===== config.mk =====
export PLATFORM = sky130hd
export DESIGN_NAME = rot_dec_unit
export DESIGN_NICKNAME = d
export VERILOG_FILES = /design/src/verilog/rot_dec_pkg.sv /design/src/verilog/rot_dec_unit.sv /design/src/verilog/state_counter.sv
export VERILOG_INCLUDE_DIRS = /design/src /design/src/verilog
export SDC_FILE = /design/constraint.sdc
export NUM_CORES = 1
export LEC_CHECK = 0
export ABC_AREA = 1
export BUFFER_PORTS_ARGS = -buffer_cell sky130_fd_sc_hd__buf_2
export CORE_UTILIZATION = 57
export DETAILED_ROUTE_END_ITERATION = 12
export PLACE_DENSITY = 0.86
export SLEW_MARGIN = 30
export SYNTH_ARGS = -nofsm -noshare
export SYNTH_HDL_FRONTEND = slang
export SYNTH_HIERARCHICAL = 1
export SYNTH_SLANG_ARGS = --single-unit

===== constraint.sdc =====
create_clock -name core_clk -period 6.3 [get_ports core_clk]
set_clock_uncertainty 0.15 [all_clocks]
set_input_delay 1.26 -clock core_clk [delete_from_list [all_inputs] [get_ports core_clk]]
set_output_delay 1.26 -clock core_clk [all_outputs]
set_load 0.02 [all_outputs]

===== src/verilog/rot_dec_map.svh =====
// Opcodes, flag positions, state timing and bus constants for the rotate/decrement datapath.
`ifndef ROT_DEC_MAP_SVH
`define ROT_DEC_MAP_SVH
`define OP_PFX_FIRST 8'hDD
`define OP_PFX_SECOND 8'hFD
`define OP_PFX_ROT 8'hCB
`define OP_DEC_IDX 8'h2B
`define OP_ACC_ROTL_CIRC 8'h07
`define OP_ACC_RL 8'h17
`define OP_ACC_RRC 8'h0F
`define OP_ACC_RR 8'h1F
`define OP_ROTL_MEM 8'h06
`define ROTL_REG_HI_ZERO 5'h00
`define REG_MEM_CODE 3'h6
`define REG_ACC_CODE 3'h7
`define FLAG_S 7
`define FLAG_Z 6
`define FLAG_H 4
`define FLAG_PV 2
`define FLAG_N 1
`define FLAG_C 0
`define T_DEC_IDX 5'h0A
`define T_ACC_ROT 5'h04
`define T_ROTL_REG 5'h08
`define T_ROTL_PTR 5'h0F
`define T_ROTL_IDX 5'h17
`define T_PTR_RD 5'h08
`define T_PTR_WR 5'h0C
`define T_IDX_RD 5'h0F
`define T_IDX_WR 5'h14
`endif


===== src/verilog/rot_dec_pkg.sv =====
// Types shared by the rotate/decrement datapath.
package rot_dec_pkg;
  typedef enum logic [2:0] {
    ST_IDLE = 3'b000,
    ST_EXEC = 3'b001,
    ST_MEM_RD = 3'b010,
    ST_MEM_WR = 3'b011,
    ST_DONE = 3'b100
  } state_e;
  typedef enum logic [2:0] {
    OP_NONE = 3'b000,
    OP_DEC = 3'b001,
    OP_ACC = 3'b010,
    OP_REG = 3'b011,
    OP_PTR = 3'b100,
    OP_IDX = 3'b101
  } op_e;
endpackage


===== src/verilog/rot_dec_unit.sv =====
// Rotate group and index decrement execution datapath.
// Functional notes
// - FD 2B decrements second index, 10 states.
// - DD 2B decrements first index, same timing.
// - Index decrement leaves all flags unchanged.
// - Opcode 07 rotates accumulator left circular.
// - Opcode 17 rotates accumulator left via carry.
// - Opcode 0F rotates accumulator right circular.
// - Opcode 1F rotates accumulator right via carry.
// - Accumulator rotates clear H, N; keep S, Z, PV.
// - Three-bit field selects register B through A.
// - Prefixed rotates set S, Z, parity, carry.
// - CB 06 rotates byte at pointer pair.
// - DD CB d 06 rotates byte at first index.
// - FD CB d 06 rotates byte at second index.
`timescale 1ns/1ps
`include "rot_dec_map.svh"
module rot_dec_unit (
  // Clock and reset
  input wire logic core_clk,
  input wire logic rst,
  // Instruction from the decoder
  input wire logic instr_valid,
  input wire logic [7:0] byte0,
  input wire logic [7:0] byte1,
  input wire logic [7:0] byte2,
  input wire logic [7:0] byte3,
  // Register file view
  input wire logic [7:0] flags_in,
  input wire logic [7:0] reg_in,
  input wire logic [15:0] pointer_pair,
  input wire logic [15:0] first_index_register,
  input wire logic [15:0] second_index_register,
  // Memory bus
  input wire logic [7:0] mem_rdata,
  output logic mem_rd,
  output logic mem_wr,
  output logic [15:0] mem_addr,
  output logic [7:0] mem_wdata,
  // Results
  output logic busy,
  output logic illegal,
  output logic [2:0] reg_sel,
  output logic done,
  output logic reg_we,
  output logic [7:0] reg_out,
  output logic flags_we,
  output logic [7:0] flags_out,
  output logic idx_we,
  output logic idx_sel,
  output logic [15:0] idx_out
);
  rot_dec_pkg::state_e state_r, state_nxt;
  rot_dec_pkg::op_e op_r, op_nxt;
  logic [7:0] opc_r, opc_nxt;
  logic [15:0] addr_r, addr_nxt;
  logic [7:0] data_r, data_nxt;
  logic [7:0] flags_r, flags_nxt;
  logic [2:0] sel_r, sel_nxt;
  logic isel_r, isel_nxt;
  logic [15:0] iout_r, iout_nxt;
  logic done_r, done_nxt;
  logic rwe_r, rwe_nxt;
  logic fwe_r, fwe_nxt;
  logic iwe_r, iwe_nxt;
  logic rd_r, rd_nxt;
  logic wr_r, wr_nxt;
  logic ill_r, ill_nxt;
  logic cnt_start;
  logic [4:0] cnt_len;
  logic [4:0] cnt_val;
  logic cnt_last;

  // ----------------------------------------------------------------
  // Helpers
  // ----------------------------------------------------------------
  function automatic logic [8:0] rotl8(input logic [7:0] v);
    rotl8 = {v[7], v[6:0], v[7]};
  endfunction

  function automatic logic [7:0] prefixed_flags(input logic [7:0] res, input logic cy,
                                                input logic [7:0] old);
    logic [7:0] f;
    f = old;
    f[`FLAG_S] = res[7];
    f[`FLAG_Z] = (res == 8'h00);
    f[`FLAG_PV] = ~^res;
    f[`FLAG_H] = 1'b0;
    f[`FLAG_N] = 1'b0;
    f[`FLAG_C] = cy;
    prefixed_flags = f;
  endfunction

  // ----------------------------------------------------------------
  // Sequencer
  // ----------------------------------------------------------------
  state_counter u_cnt (
    .core_clk(core_clk),
    .rst(rst),
    .start(cnt_start),
    .length(cnt_len),
    .count(cnt_val),
    .last(cnt_last)
  );

  always_comb begin
    logic [8:0] rot;
    logic [7:0] f;
    logic [15:0] disp;
    rot = 9'h000;
    f = flags_in;
    disp = {{8{byte2[7]}}, byte2};
    state_nxt = state_r;
    op_nxt = op_r;
    opc_nxt = opc_r;
    addr_nxt = addr_r;
    data_nxt = data_r;
    flags_nxt = flags_r;
    sel_nxt = sel_r;
    isel_nxt = isel_r;
    iout_nxt = iout_r;
    done_nxt = 1'b0;
    rwe_nxt = 1'b0;
    fwe_nxt = 1'b0;
    iwe_nxt = 1'b0;
    rd_nxt = 1'b0;
    wr_nxt = 1'b0;
    ill_nxt = 1'b0;
    cnt_start = 1'b0;
    cnt_len = 5'h00;
    case (state_r)
      rot_dec_pkg::ST_IDLE: begin
        if (instr_valid) begin
          op_nxt = rot_dec_pkg::OP_NONE;
          opc_nxt = byte0;
          if ((byte0 == `OP_PFX_FIRST || byte0 == `OP_PFX_SECOND) &&
              byte1 == `OP_DEC_IDX) begin
            op_nxt = rot_dec_pkg::OP_DEC;
            isel_nxt = (byte0 == `OP_PFX_SECOND);
            iout_nxt = isel_nxt ? second_index_register - 16'h0001
                                : first_index_register - 16'h0001;
            cnt_len = `T_DEC_IDX;
          end else if (byte0 == `OP_ACC_ROTL_CIRC || byte0 == `OP_ACC_RL ||
                       byte0 == `OP_ACC_RRC || byte0 == `OP_ACC_RR) begin
            op_nxt = rot_dec_pkg::OP_ACC;
            sel_nxt = `REG_ACC_CODE;
            cnt_len = `T_ACC_ROT;
          end else if (byte0 == `OP_PFX_ROT && byte1 == `OP_ROTL_MEM) begin
            op_nxt = rot_dec_pkg::OP_PTR;
            addr_nxt = pointer_pair;
            cnt_len = `T_ROTL_PTR;
          end else if (byte0 == `OP_PFX_ROT && byte1[7:3] == `ROTL_REG_HI_ZERO) begin
            op_nxt = rot_dec_pkg::OP_REG;
            sel_nxt = byte1[2:0];
            cnt_len = `T_ROTL_REG;
          end else if ((byte0 == `OP_PFX_FIRST || byte0 == `OP_PFX_SECOND) &&
                       byte1 == `OP_PFX_ROT && byte3 == `OP_ROTL_MEM) begin
            op_nxt = rot_dec_pkg::OP_IDX;
            addr_nxt = (byte0 == `OP_PFX_SECOND) ? second_index_register + disp
                                                 : first_index_register + disp;
            cnt_len = `T_ROTL_IDX;
          end
          if (op_nxt == rot_dec_pkg::OP_NONE) begin
            ill_nxt = 1'b1;
          end else begin
            cnt_start = 1'b1;
            state_nxt = rot_dec_pkg::ST_EXEC;
          end
        end
      end
      rot_dec_pkg::ST_EXEC: begin
        if (op_r == rot_dec_pkg::OP_PTR || op_r == rot_dec_pkg::OP_IDX) begin
          if (cnt_val == ((op_r == rot_dec_pkg::OP_PTR) ? `T_PTR_RD : `T_IDX_RD)) begin
            rd_nxt = 1'b1;
            state_nxt = rot_dec_pkg::ST_MEM_RD;
          end
        end else if (cnt_last) begin
          case (op_r)
            rot_dec_pkg::OP_DEC: begin
              iwe_nxt = 1'b1;
            end
            rot_dec_pkg::OP_ACC: begin
              case (opc_r)
                `OP_ACC_ROTL_CIRC: rot = rotl8(reg_in);
                `OP_ACC_RL: rot = {reg_in[7], reg_in[6:0], flags_in[`FLAG_C]};
                `OP_ACC_RRC: rot = {reg_in[0], reg_in[0], reg_in[7:1]};
                default: rot = {reg_in[0], flags_in[`FLAG_C], reg_in[7:1]};
              endcase
              f[`FLAG_H] = 1'b0;
              f[`FLAG_N] = 1'b0;
              f[`FLAG_C] = rot[8];
              data_nxt = rot[7:0];
              flags_nxt = f;
              rwe_nxt = 1'b1;
              fwe_nxt = 1'b1;
            end
            default: begin
              rot = rotl8(reg_in);
              data_nxt = rot[7:0];
              flags_nxt = prefixed_flags(rot[7:0], rot[8], flags_in);
              rwe_nxt = 1'b1;
              fwe_nxt = 1'b1;
            end
          endcase
          done_nxt = 1'b1;
          state_nxt = rot_dec_pkg::ST_DONE;
        end
      end
      rot_dec_pkg::ST_MEM_RD: begin
        rot = rotl8(mem_rdata);
        data_nxt = rot[7:0];
        flags_nxt = prefixed_flags(rot[7:0], rot[8], flags_in);
        state_nxt = rot_dec_pkg::ST_MEM_WR;
      end
      rot_dec_pkg::ST_MEM_WR: begin
        if (cnt_val == ((op_r == rot_dec_pkg::OP_PTR) ? `T_PTR_WR : `T_IDX_WR)) begin
          wr_nxt = 1'b1;
        end
        if (cnt_last) begin
          fwe_nxt = 1'b1;
          done_nxt = 1'b1;
          state_nxt = rot_dec_pkg::ST_DONE;
        end
      end
      rot_dec_pkg::ST_DONE: begin
        state_nxt = rot_dec_pkg::ST_IDLE;
      end
      default: begin
        state_nxt = rot_dec_pkg::ST_IDLE;
      end
    endcase
  end

  always_ff @(posedge core_clk or posedge rst) begin
    if (rst) begin
      state_r <= rot_dec_pkg::ST_IDLE;
      op_r <= rot_dec_pkg::OP_NONE;
      opc_r <= 8'h00;
      addr_r <= 16'h0000;
      data_r <= 8'h00;
      flags_r <= 8'h00;
      sel_r <= 3'h0;
      isel_r <= 1'b0;
      iout_r <= 16'h0000;
      done_r <= 1'b0;
      rwe_r <= 1'b0;
      fwe_r <= 1'b0;
      iwe_r <= 1'b0;
      rd_r <= 1'b0;
      wr_r <= 1'b0;
      ill_r <= 1'b0;
    end else begin
      state_r <= state_nxt;
      op_r <= op_nxt;
      opc_r <= opc_nxt;
      addr_r <= addr_nxt;
      data_r <= data_nxt;
      flags_r <= flags_nxt;
      sel_r <= sel_nxt;
      isel_r <= isel_nxt;
      iout_r <= iout_nxt;
      done_r <= done_nxt;
      rwe_r <= rwe_nxt;
      fwe_r <= fwe_nxt;
      iwe_r <= iwe_nxt;
      rd_r <= rd_nxt;
      wr_r <= wr_nxt;
      ill_r <= ill_nxt;
    end
  end

  // ----------------------------------------------------------------
  // Outputs
  // ----------------------------------------------------------------
  assign busy = (state_r != rot_dec_pkg::ST_IDLE);
  assign illegal = ill_r;
  assign reg_sel = sel_r;
  assign done = done_r;
  assign reg_we = rwe_r;
  assign reg_out = data_r;
  assign flags_we = fwe_r;
  assign flags_out = flags_r;
  assign idx_we = iwe_r;
  assign idx_sel = isel_r;
  assign idx_out = iout_r;
  assign mem_rd = rd_r;
  assign mem_wr = wr_r;
  assign mem_addr = addr_r;
  assign mem_wdata = data_r;
endmodule


===== src/verilog/state_counter.sv =====
// Clock-state counter that measures out the length of one instruction.
`timescale 1ns/1ps
module state_counter (
  // Clock and reset
  input wire logic core_clk,
  input wire logic rst,
  // Control
  input wire logic start,
  input wire logic [4:0] length,
  // Status
  output logic [4:0] count,
  output logic last
);
  logic [4:0] count_r;
  logic [4:0] count_nxt;
  logic [4:0] len_r;
  logic [4:0] len_nxt;
  logic run_r;
  logic run_nxt;

  always_comb begin
    count_nxt = count_r;
    len_nxt = len_r;
    run_nxt = run_r;
    if (start) begin
      count_nxt = 5'h01;
      len_nxt = length;
      run_nxt = 1'b1;
    end else if (run_r) begin
      if (count_r == len_r) begin
        run_nxt = 1'b0;
        count_nxt = 5'h00;
      end else begin
        count_nxt = count_r + 5'h01;
      end
    end
  end

  always_ff @(posedge core_clk or posedge rst) begin
    if (rst) begin
      count_r <= 5'h00;
      len_r <= 5'h00;
      run_r <= 1'b0;
    end else begin
      count_r <= count_nxt;
      len_r <= len_nxt;
      run_r <= run_nxt;
    end
  end

  assign count = count_r;
  assign last = run_r && (count_r == len_r);
endmodule


* After elaboration in Yosys (flattened, before gate mapping)
Cells that the tools add are included. Widths: inputs -> output; s select.
Storage, ports and cells: register bits 84, bits in latches 0, RAM bits 0, memory bits (read-only) 0, output and inout port bits 68, word-level logic and storage cells 155, memories 0
Operators by class: add/sub/neg operators 5, multiply operators 0, divide/modulo/power cells 0, order comparisons 0, equal/unequal tests 32, shift-type cells 0, multiplexer cells 68, bitwise logic cells 2, reductions and logical operators 29
Operator list (count):
- $mux 16 | 5
- $pmux 8 s2 | 4
- $mux 5 | 11
- $mux 3 | 16
- $add 16x16->16 | 2
- $eq 8x3->1 const B | 4
- $eq 8x8->1 const B | 4
- $mux 8 | 4
- $sub 16x1->16 const B | 2
- $pmux 9 s3 | 1
- $eq 8x5->1 const B | 3
- $mux 1 | 24
- $eq 8x4->1 const B | 2
- $logic_not 8->1 | 2
- $reduce_xnor 8->1 | 2
- $ne 2x2->1 const B | 7
- $pmux 3 s4 | 1
- $eq 5x5->1 | 2
- $eq 3x2->1 const B | 3
- $eq 8x6->1 const B | 1
- $reduce_bool 2->1 | 4
- $eq 3x1->1 const B | 2
- $eq 3x3->1 const B | 2
- $logic_and 1x1->1 | 6
- 14 further kinds | 22

* Depth between registers and ports, before layout
Gate-level depths: netlist of the first run.
word-level depth 16, mapped depth 20

* Hierarchy
Netlist of the first run, hierarchy kept.
Modules (own cells, without submodules):
- rot_dec_unit | instances 1, cells an instance 825, area each 5495.3 sq um, seq. area each 1776.7 sq um
- state_counter | instances 1, cells an instance 86, area each 615.6 sq um, seq. area each 275.3 sq um

* Worst setup path before layout of the first run
OpenSTA, ideal clock, no wires.
path type input -> register, from in byte0[1], to reg addr_r[10], in the netlist mem_addr[10], arrival 3272 ps, required time 6033 ps, path slack 2761 ps, stages on the path 20, path through inv_1 > nand2_1 > nor2_8 > nand2_4 > nand2_1 > nand2_1 > inv_1 > ha_1 > inv_1 > fa_1 > inv_1 > nand3_1 > nand2_1 > a21boi_0 > o21bai_1 > nand2_1 > inv_1 > o21ai_0 > nand2_1 > nand2_1
Between the ends: cells in the longest elaborated chain, start to end 6, elaborated cells between the ends (all ways) 25, classes of those cells 8 x eq/ne; 4 x mux; 2 x bitwise; 11 x reduce/logical
RTL lines:
- start: declaration | line rot_dec_unit.sv:24 | input wire logic [7:0] byte0,
- $eq 8x8->1 (no source line), or another cell as far along
- $logic_or 1x1->1 (no source line)
- $logic_and 1x1->1 (no source line) or $logic_or 1x1->1 (tied branches) (2 in a row)
- $reduce_bool 2->1 (no source line) or $not 1->1 (tied branches)
- $reduce_and 6->1 (no source line)
- end signal: assignment | line rot_dec_unit.sv:256 | addr_r <= addr_nxt;
- end: declaration | line rot_dec_unit.sv:56 | logic [15:0] addr_r, addr_nxt;
Several ways; a longest one is shown, not always the timed one. The select of a mux whose other input is x is not followed. A chain may end at the register's enable or synchronous reset.

* Worst setup path after layout of the first run
Same ends and word-level chain as after synthesis.

==> out/results.tsv, run 1 <==
stage	metric	value	unit
worst_setup_path	Startpoint Class	input port	
synth	Cells after Synth	911	
floorplan	Initial Utilization	58.9	%
cts	CTS tree	done	
floorplan	Vert. Die Dim	106	microns
synth	top cells by area, synth	dfrtp_1, nand2_1, inv_1, nor2_1, nand3_1	
drt	detailed-route via count	6449	
worst_setup_path	Crit Reg-Reg Startpoint	state_r[2]	
synth	biggest area consumer among synthesized cells	dfrtp_1	
power	PD cells	227	mW/mm^2
cts	clock buffer depth	2	
finish	# nets final	1197	
cts	Clock transition at path regs	90	ps
worst_setup_path	Critical Path RT	6410	ps
worst_setup_path	Worst R2R Path Depth	9	
timing	RSZ-0062 raised after global routing	false	
finish	share of cells above drive strength 1	20.3	%
worst_setup_path	CP cell instances	buf_2 > inv_1 > nand2_1 > nor2_8 > nand2_4 > nand2_1 > nand2_1 > inv_1 > ha_1 > inv_1 > fa_1 > inv_1 > nand3_1 > nand2_1 > a21boi_0 > o21bai_1 > nand2_1 > inv_1 > o21ai_0 > nand2_1 > nand2_1	
floorplan	Die Area	0.0111	sq mm
power	static leakage	4.14	nW
drt	DR WL/cell	13.5	microns
placement	RePlAce Congestion	0.973	
drt	Final ANT Viol Nets	0	
cts	Num Clock Sinks	82	
worst_setup_path	largest stage delay on the critical path	390	ps
worst_setup_path	R2R Setup Slk	3270	ps
drt	initial drt markers	393	
synth	Synth warnings	6	
worst_setup_path	CP Class	in -> reg	
timing	Setup TNS	0	ps
floorplan	Core ar.	0.0104	sq mm
finish	Synth-to-Final Area Change	17.1	%
cts	Post-CTS Hold Fix Bufs	0	
synth	post-synthesis register bit count	82	
timing	Finish-stage setup viols	0	
job	Max Cap Viol	0	
timing	Final Slew Violations	0	
timing	final hold vios	0	
floorplan	# rows	37	
cts	post-CTS sizing	0	
global_route	largest net degree at the start of global routing	60	
placement	Post-DP HPWL	12.7	mm
synth	sequential fraction of the synthesis area	33.6	%
worst_setup_path	Worst Path Arrival	4200	ps
worst_setup_path	Critical Path Start	byte0[1]	
drt	Vias/cell	5.35	
worst_setup_path	Worst path most repeated cell	nand2_1	
global_route	GR Util All Layers	30.0	%
drt	Pre-Repair DR Iteration Count	5	
worst_setup_path	Crit. End Element	flip-flop	
finish	Finished Core Util	69.0	%
synth	area of the mapped netlist	0.00611	sq mm
timing	Fmax	244	MHz
global_route	wire length of the first global-routing pass	26.8	mm
worst_setup_path	R2R Path End	mem_wdata[6]	
cts	Num CTS Buffers	9	
worst_hold_path	beginning of the worst hold path	idx_out[8]	
worst_setup_path	CP Buf/Inv Count	6	
status	status	finished clean	
global_route	initial antenna violation count	1	
floorplan	chip width	106	microns
synth	share of the synthesized area in the top cell type	33.6	%
worst_setup_path	largest fanout on the critical path	28	
global_route	vias in the first global route	5920	
timing	Tmin final	4090	ps
finish	area of the multi-input gates	0.00344	sq mm
placement	IO Port Bufs	170	
cts	CTS Root Cell	clkbuf_8	
drt	Routed WL	16.3	mm
timing	Final period util	65.0	%
cts	worst skew pair latency	370	ps
finish	register area	0.00205	sq mm
timing	Slew headroom	42.0	%
drt	DRC Markers	0	
synth	Synth Area per Inst	6.71	sq um
cts	H-tree Lvls	3	
power	VDD IR max	0.168	mV
global_route	grt ovf	0	
worst_hold_path	Hold Crit Class	reg -> reg	
cts	setup bufs post-CTS	0	
worst_setup_path	Crit path depth	21	
worst_setup_path	slowest CP cell	fa_1	
worst_setup_path	cell family with most CP delay	simple AND/OR/NAND/NOR gates	
floorplan	Ports	175	
worst_hold_path	Worst Hold Endpoint	idx_out[8]	
worst_hold_path	Worst Hold Depth	2	
timing	worst slew pin tran	863	ps
finish	# fillers	937	
synth	post-synth cell types	44	
[cell families after synthesis]
| group | Yosys count | share of synthesized area [%] |
|---|---|---|
| AO/OA/AOI/OAI | 134 | 12.1 |
| buffers and inverters | 146 | 10.1 |
| AND/OR/NAND/NOR | 503 | 36.0 |
| multiplexers | 1 | 0.164 |
| adder cells (fa/ha/maj) | 26 | 5.45 |
| other | 1 | 0.0614 |
| flip-flops | 82 | 33.6 |
| XOR/XNOR | 18 | 2.58 |
[worst max path at each step]
stage | slack [ps] | end
floorplan | 2760 | mem_addr[10]
global placement | 1940 | mem_addr[14]
detailed placement | 1870 | mem_addr[10]
CTS | 2230 | mem_addr[10]
global route | 1920 | mem_addr[10]
finish | 2210 | mem_addr[10]
[metal layers]
metal | track usage (%) | vias to the layer above | wire length [microns]
met1 | 37.7 | 2959 | 6890
li1 | - | 3214 | -
met3 | 3.22 | 32 | 917
met4 | 11.6 | 0 | 302
met5 | 0 | - | 0
met2 | 52.9 | 244 | 8150
[cell type report]
class	count	share of cell area (%)
multi-input combinational	684	48.1
sequential	82	28.7
timing repair buffer	171	12.0
inverter	116	6.08
tap	136	2.38
clock buffer	11	1.84
clock inverter	5	0.874
antenna	1	0.0350
[registers in the layout, summed over array words and instances, names as in the netlist]
name and count:
state_r 3, u_cnt/run_r 1, mem_wdata 8, opc_r 8, done 1, reg_sel 3, flags_we 1, mem_wr 1
mem_addr 16, idx_out 16, u_cnt/len_r 5, idx_we 1, idx_sel 1, illegal 1, op_r 3, flags_out 6
mem_rd 1, reg_we 1, u_cnt/count 5
[stage by stage]
| step | hold WS [ps] | area (sq um) | total power, mW | setup WS (ps) | instances |
|---|---|---|---|---|---|
| 2_1_floorplan | 292 | 6110 | 1.10 | 2760 | 912 |
| 3_3_place_gp | 307 | 6960 | 1.23 | 1940 | 1189 |
| 3_5_place_dp | 311 | 6960 | 1.24 | 1870 | 1189 |
| 4_1_cts | 334 | 7150 | 1.63 | 2230 | 1205 |
| 5_1_grt | 354 | 7160 | 1.74 | 1920 | 1206 |
| 6_report | 330 | 7160 | 1.63 | 2210 | 1206 |
[cells in the final DEF (no fill, tap or decap), types with 3 or more instances in the layout]
cell,Yosys,layout
inv_2,8,9
buf_2,8,170
nand2_2,5,5
o21ai_0,58,58
xor2_1,9,9
dfrtp_1,82,82
nor4_1,3,3
a21oi_1,43,43
nor2_2,6,6
o211ai_1,8,8
or2_2,3,3
nand2_1,283,283
nor3_1,13,13
nand4_1,8,8
nor2_1,92,92
o21ai_1,7,7
o21bai_1,3,3
ha_1,25,25
xnor2_1,9,9
nand3b_1,15,15
nand3_1,68,68
o21a_1,3,3
clkbuf_8,0,9
inv_1,108,107
[synth_stat cells (all sizes together)]
library cell and count:
nand2 289, inv 116, nor2 101, dfrtp 82, nand3 69, o21ai 67
a21oi 43, ha 25, buf 22, nand3b 15, nor3 14, xnor2 9
xor2 9, clkbuf 8, nand4 8, o211ai 8, nor4 3, o21a 3
o21bai 3, or2 3, a22oi 2, a31oi 2, a2111oi 1, a21boi 1
a21o 1, a22o 1, a311o 1, conb 1, fa 1, mux2i 1
nor3b 1, o22ai 1
[report_power, final]
group	total, mW	switching, mW	internal, mW
logic	0.564	0.357	0.207
clock network	0.392	0.206	0.186
registers	0.671	0.0680	0.603
total	1.63	0.631	0.996
[tightest hold or removal path: cells and delay by family, from the launching register on]
kind | cells | cell delay [ps]
DFF | 1 | 350
and+or+nand+nor | 2 | 100
(Power assumes the default switching activity.)
==> inputs of run 2 (changes only) <==
--- a/config.mk
+++ b/config.mk
@@ -8,9 +8,9 @@
 export LEC_CHECK = 0
 export ABC_AREA = 1
 export BUFFER_PORTS_ARGS = -buffer_cell sky130_fd_sc_hd__buf_2
-export CORE_UTILIZATION = 57
+export CORE_UTILIZATION = 53
 export DETAILED_ROUTE_END_ITERATION = 12
-export PLACE_DENSITY = 0.86
+export PLACE_DENSITY = 0.81
 export SLEW_MARGIN = 30
 export SYNTH_ARGS = -nofsm -noshare
 export SYNTH_HDL_FRONTEND = slang
==> constraint.sdc (replaced) <==
create_clock -name core_clk -period 3.8 [get_ports core_clk]
set_clock_uncertainty 0.15 [all_clocks]
set_input_delay 0.76 -clock core_clk [delete_from_list [all_inputs] [get_ports core_clk]]
set_output_delay 0.76 -clock core_clk [all_outputs]
set_load 0.02 [all_outputs]
==> out/results.tsv, run 2 (same netlist as run 1, synthesis figures left out) <==
stage	metric	value	unit
global_route	largest net degree at the start of global routing	37	
floorplan	Vert. Die Dim	109	microns
power	VDD IR max	0.371	mV
worst_setup_path	Crit path depth	17	
floorplan	Die Area	0.0120	sq mm
cts	Clock transition at path regs	60	ps
timing	final hold vios	0	
worst_setup_path	Crit. End Element	flip-flop	
worst_setup_path	cell family with most CP delay	simple AND/OR/NAND/NOR gates	
timing	Tmin final	3220	ps
cts	H-tree Lvls	3	
worst_setup_path	Worst path most repeated cell	nand2_1	
floorplan	Ports	175	
drt	Vias/cell	5.28	
power	PD cells	401	mW/mm^2
drt	DR WL/cell	13.4	microns
worst_setup_path	slowest CP cell	a21boi_0	
worst_setup_path	CP cell instances	buf_2 > inv_1 > nand2_1 > nor2_8 > buf_4 > nand3_1 > nand2_1 > ha_1 > a21oi_1 > nand2_1 > a21boi_0 > nand3b_1 > nand2_1 > nand2_1 > nand3_1 > nand2_1 > nand2_1	
worst_setup_path	Startpoint Class	input port	
power	static leakage	4.24	nW
timing	Setup TNS	0	ps
floorplan	# rows	38	
cts	Post-CTS Hold Fix Bufs	0	
worst_setup_path	Critical Path RT	3890	ps
cts	setup bufs post-CTS	0	
cts	worst skew pair latency	350	ps
placement	Post-DP HPWL	12.8	mm
worst_setup_path	CP Buf/Inv Count	3	
global_route	initial antenna violation count	0	
finish	Synth-to-Final Area Change	20.1	%
cts	Num Clock Sinks	82	
finish	most frequent cells in the layout	nand2_1, buf_2, inv_1	
timing	Final Slew Violations	0	
worst_hold_path	Hold Crit Class	in -> async	
drt	initial drt markers	378	
timing	RSZ-0062 raised after global routing	false	
drt	Pre-Repair DR Iteration Count	6	
finish	Finished Core Util	66.5	%
global_route	grt ovf	0	
cts	post-CTS sizing	0	
job	Max Cap Viol	0	
timing	worst slew pin tran	790	ps
floorplan	chip width	109	microns
finish	share of cells above drive strength 1	21.1	%
global_route	vias in the first global route	5777	
placement	RePlAce Congestion	1.01	
timing	Finish-stage setup viols	0	
global_route	wire length of the first global-routing pass	26.3	mm
floorplan	Core ar.	0.0110	sq mm
timing	Slew headroom	47.3	%
worst_setup_path	CP Class	in -> reg	
drt	Final ANT Viol Nets	0	
cts	CTS tree	done	
finish	n_diodes	0	
worst_setup_path	largest fanout on the critical path	24	
cts	CTS Root Cell	clkbuf_16	
cts	Num CTS Buffers	9	
status	status	finished clean	
cts	clock buffer depth	2	
global_route	GR Util All Layers	28.4	%
drt	detailed-route via count	6424	
worst_setup_path	Worst Path Arrival	3310	ps
worst_setup_path	Worst R2R Path Depth	12	
drt	DRC Markers	0	
finish	# nets final	1206	
floorplan	Initial Utilization	55.4	%
placement	IO Port Bufs	170	
finish	commonest non-fill, non-tap cell in the layout	nand2_1	
timing	Fmax	311	MHz
timing	Final period util	84.7	%
drt	Routed WL	16.3	mm
worst_setup_path	largest stage delay on the critical path	390	ps
run 2: where the power goes:
group | leakage (nW) | internal [mW] | switching [mW]
sequential | 1.06 | 1.00 | 0.119
clock | 0.140 | 0.521 | 0.360
combinational | 3.03 | 0.348 | 0.592
run 2: final timing paths:
kind,slack (ps),end,start
worst max-delay path,580,mem_addr[14],byte0[1]
worst min-delay path,260,u_cnt/len_r[4],rst
worst max register to register,1050,mem_wdata[6],u_cnt/count[2]
worst min register to register,330,opc_r[0],opc_r[0]
max in group asynchronous,2420,state_r[2],rst
min in group core_clk,330,opc_r[0],opc_r[0]
run 2: layout make-up:
| cell class | instances | area [sq um] |
|---|---|---|
| Clock buffer | 10 | 239 |
| Clock inverter | 5 | 55.1 |
| Fill cell | 1026 | 3690 |
| Inverter | 116 | 435 |
| Multi-Input combinational cell | 684 | 3440 |
| Sequential cell | 82 | 2050 |
| Tap cell | 140 | 175 |
| Timing Repair Buffer | 180 | 938 |
run 2: metal layers:
metal	track usage (%)	part of all wire (%)
met1	35.8	42
met4	10.1	2.6
met2	48.1	49
met5	0	0
met3	6.11	6.6
run 2: stage by stage:
stage	total power, mW	cell area (sq um)	instances	hold slack [ps]	setup slack, ps
floorplan	1.82	6110	912	292	761
global placement	2.04	7050	1202	307	372
detailed placement	2.07	7050	1202	310	278
CTS	2.95	7340	1217	262	606
global route	3.14	7340	1217	305	315
finish	2.94	7340	1217	257	580
==> inputs of run 3 (changes only) <==
--- a/config.mk
+++ b/config.mk
@@ -8,9 +8,9 @@
 export LEC_CHECK = 0
 export ABC_AREA = 1
 export BUFFER_PORTS_ARGS = -buffer_cell sky130_fd_sc_hd__buf_2
-export CORE_UTILIZATION = 53
+export CORE_UTILIZATION = 48
 export DETAILED_ROUTE_END_ITERATION = 12
-export PLACE_DENSITY = 0.81
+export PLACE_DENSITY = 0.78
 export SLEW_MARGIN = 30
 export SYNTH_ARGS = -nofsm -noshare
 export SYNTH_HDL_FRONTEND = slang
==> constraint.sdc (replaced) <==
create_clock -name core_clk -period 2.95 [get_ports core_clk]
set_clock_uncertainty 0.15 [all_clocks]
set_input_delay 0.59 -clock core_clk [delete_from_list [all_inputs] [get_ports core_clk]]
set_output_delay 0.59 -clock core_clk [all_outputs]
set_load 0.02 [all_outputs]
==> out/results.tsv, run 3 (same netlist as run 1, synthesis figures left out) <==
stage	metric	value	unit
power	Net Sw Frac	36.9	%
drt	DR WL/cell	12.9	microns
floorplan	Die Area	0.0132	sq mm
drt	Final ANT Viol Nets	0	
global_route	wire length of the first global-routing pass	26.9	mm
worst_setup_path	Critical Path Start	byte0[1]	
cts	setup bufs post-CTS	0	
floorplan	Core ar.	0.0122	sq mm
cts	H-tree Lvls	3	
timing	RSZ-0062 raised after global routing	false	
drt	Routed WL	16.9	mm
finish	most frequent cells in the layout	nand2_1, buf_2, inv_1	
worst_setup_path	Worst Path Arrival	2900	ps
worst_setup_path	Crit Reg-Reg Startpoint	u_cnt/count[2]	
placement	dpl cells	1287	
cts	CTS tree	done	
worst_setup_path	largest stage delay on the critical path	380	ps
drt	initial drt markers	404	
global_route	grt ovf	0	
cts	Post-CTS Hold Fix Bufs	0	
floorplan	Initial Utilization	50.0	%
finish	commonest non-fill, non-tap cell in the layout	nand2_1	
placement	Post-DP HPWL	13.5	mm
job	Max Cap Viol	0	
power	Logic pwr share	33.4	%
floorplan	chip width	115	microns
drt	Pre-Repair DR Iteration Count	5	
floorplan	Vert. Die Dim	115	microns
cts	clock buffer depth	2	
placement	dpl ws	-223	ps
power	static leakage	4.53	nW
placement	RePlAce Congestion	0.943	
timing	Finish-stage setup viols	0	
finish	# nets final	1263	
worst_setup_path	CP Class	in -> reg	
worst_setup_path	R2R Path End	mem_wdata[6]	
finish	Final Non-Filler Cells	1305	
timing	Tmin final	2770	ps
drt	Vias/cell	5.00	
power	Clk pwr share	29.0	%
placement	IO Port Bufs	170	
worst_setup_path	R2R Setup Slk	510	ps
worst_setup_path	Crit. End Element	flip-flop	
cts	Clock transition at path regs	70	ps
global_route	initial antenna violation count	2	
status	status	finished clean	
cts	Num CTS Buffers	9	
worst_hold_path	Hold Crit Class	in -> async	
timing	worst slew pin tran	830	ps
power	Net Switching	1.42	mW
timing	Final Slew Violations	0	
timing	Fmax	361	MHz
drt	DRC Markers	0	
worst_setup_path	Critical Path RT	3080	ps
worst_setup_path	Startpoint Class	input port	
floorplan	# rows	40	
power	Reg power frac	37.6	%
cts	CTS Root Cell	clkbuf_16	
global_route	vias in the first global route	5870	
global_route	GR Util All Layers	26.3	%
timing	setup ws final	180	ps
worst_setup_path	slowest CP cell	fa_1	
timing	Slew headroom	44.6	%
timing	final hold vios	0	
finish	share of cells above drive strength 1	25.4	%
cts	post-CTS sizing	0	
global_route	largest net degree at the start of global routing	37	
worst_setup_path	largest fanout on the critical path	5	
timing	Setup TNS	0	ps
finish	Synth-to-Final Area Change	28.5	%
power	VDD IR max	0.274	mV
worst_setup_path	Worst R2R Path Depth	12	
cts	worst skew pair latency	350	ps
power	Design Power	3.83	mW
worst_setup_path	CP cell instances	buf_2 > inv_1 > nand2_1 > nor2_8 > nand2_4 > nand2_1 > nand2_1 > inv_1 > ha_1 > inv_1 > fa_1 > inv_1 > nand3_1 > nand2_1 > a21boi_0 > buf_4 > buf_4 > xnor2_1 > nor2_1 > o21ai_1	
worst_setup_path	CP Capture Point	mem_addr[6]	
timing	Final period util	93.9	%
cts	Num Clock Sinks	82	
floorplan	Ports	175	
power	PD cells	488	mW/mm^2
drt	detailed-route via count	6521	
power	Internal Power	2.42	mW
run 3: worst min-delay path by stage:
stage	from	slack, ps	end	cells past startpoint
2_1_floorplan	rst	290	u_cnt/count[0]	1
3_3_place_gp	opc_r[0]	310	opc_r[0]	2
3_5_place_dp	opc_r[0]	310	opc_r[0]	2
4_1_cts	rst	90	u_cnt/len_r[1]	2
5_1_grt	rst	120	u_cnt/len_r[1]	2
6_report	rst	90	u_cnt/len_r[1]	2
run 3: stage by stage:
stage	instance area, sq um	utilization [%]	hold WS (ps)
after global routing	7850	64.3	121
final	7850	64.3	87.1
after floorplan	6110	-	292
after global placement	7530	61.7	305
after CTS	7820	64.1	93.3
after detailed placement	7530	61.7	309
run 3: worst max-delay path, delay by kind of cell:
kind / cells / cell delay (ps)
buffers and inverters: 7 / 640
AO/OA/AOI/OAI: 2 / 230
adder cells (fa/ha/maj): 2 / 540
AND/OR/NAND/NOR: 8 / 740
XOR/XNOR: 1 / 170
run 3: routing by layer:
metal	vias up	share of wire, %	GRT usage (%)
li1	3357	-	-
met3	25	5.5	5.17
met2	198	48	44.8
met4	0	2.5	10.6
met1	2941	44	32.9
met5	-	0	0
run 3: final cells by class:
cell class,instances,area [sq um]
Fill cell,1154,4360
Multi-Input combinational cell,684,3470
Sequential cell,82,2050
Timing Repair Buffer,237,1400
Inverter,116,435
Clock buffer,11,253
Tap cell,168,210
Clock inverter,5,37.5
Antenna cell,2,5.00
run 3: power groups by stage:
stage | Sequential, mW | Clock, mW | Combinational [mW]
finish | 1.44 | 1.11 | 1.28
global route | 1.46 | 1.18 | 1.43
CTS | 1.44 | 1.14 | 1.28
detailed placement | 1.46 | 0 | 1.27
global placement | 1.45 | 0 | 1.25
floorplan | 1.55 | 0 | 0.796
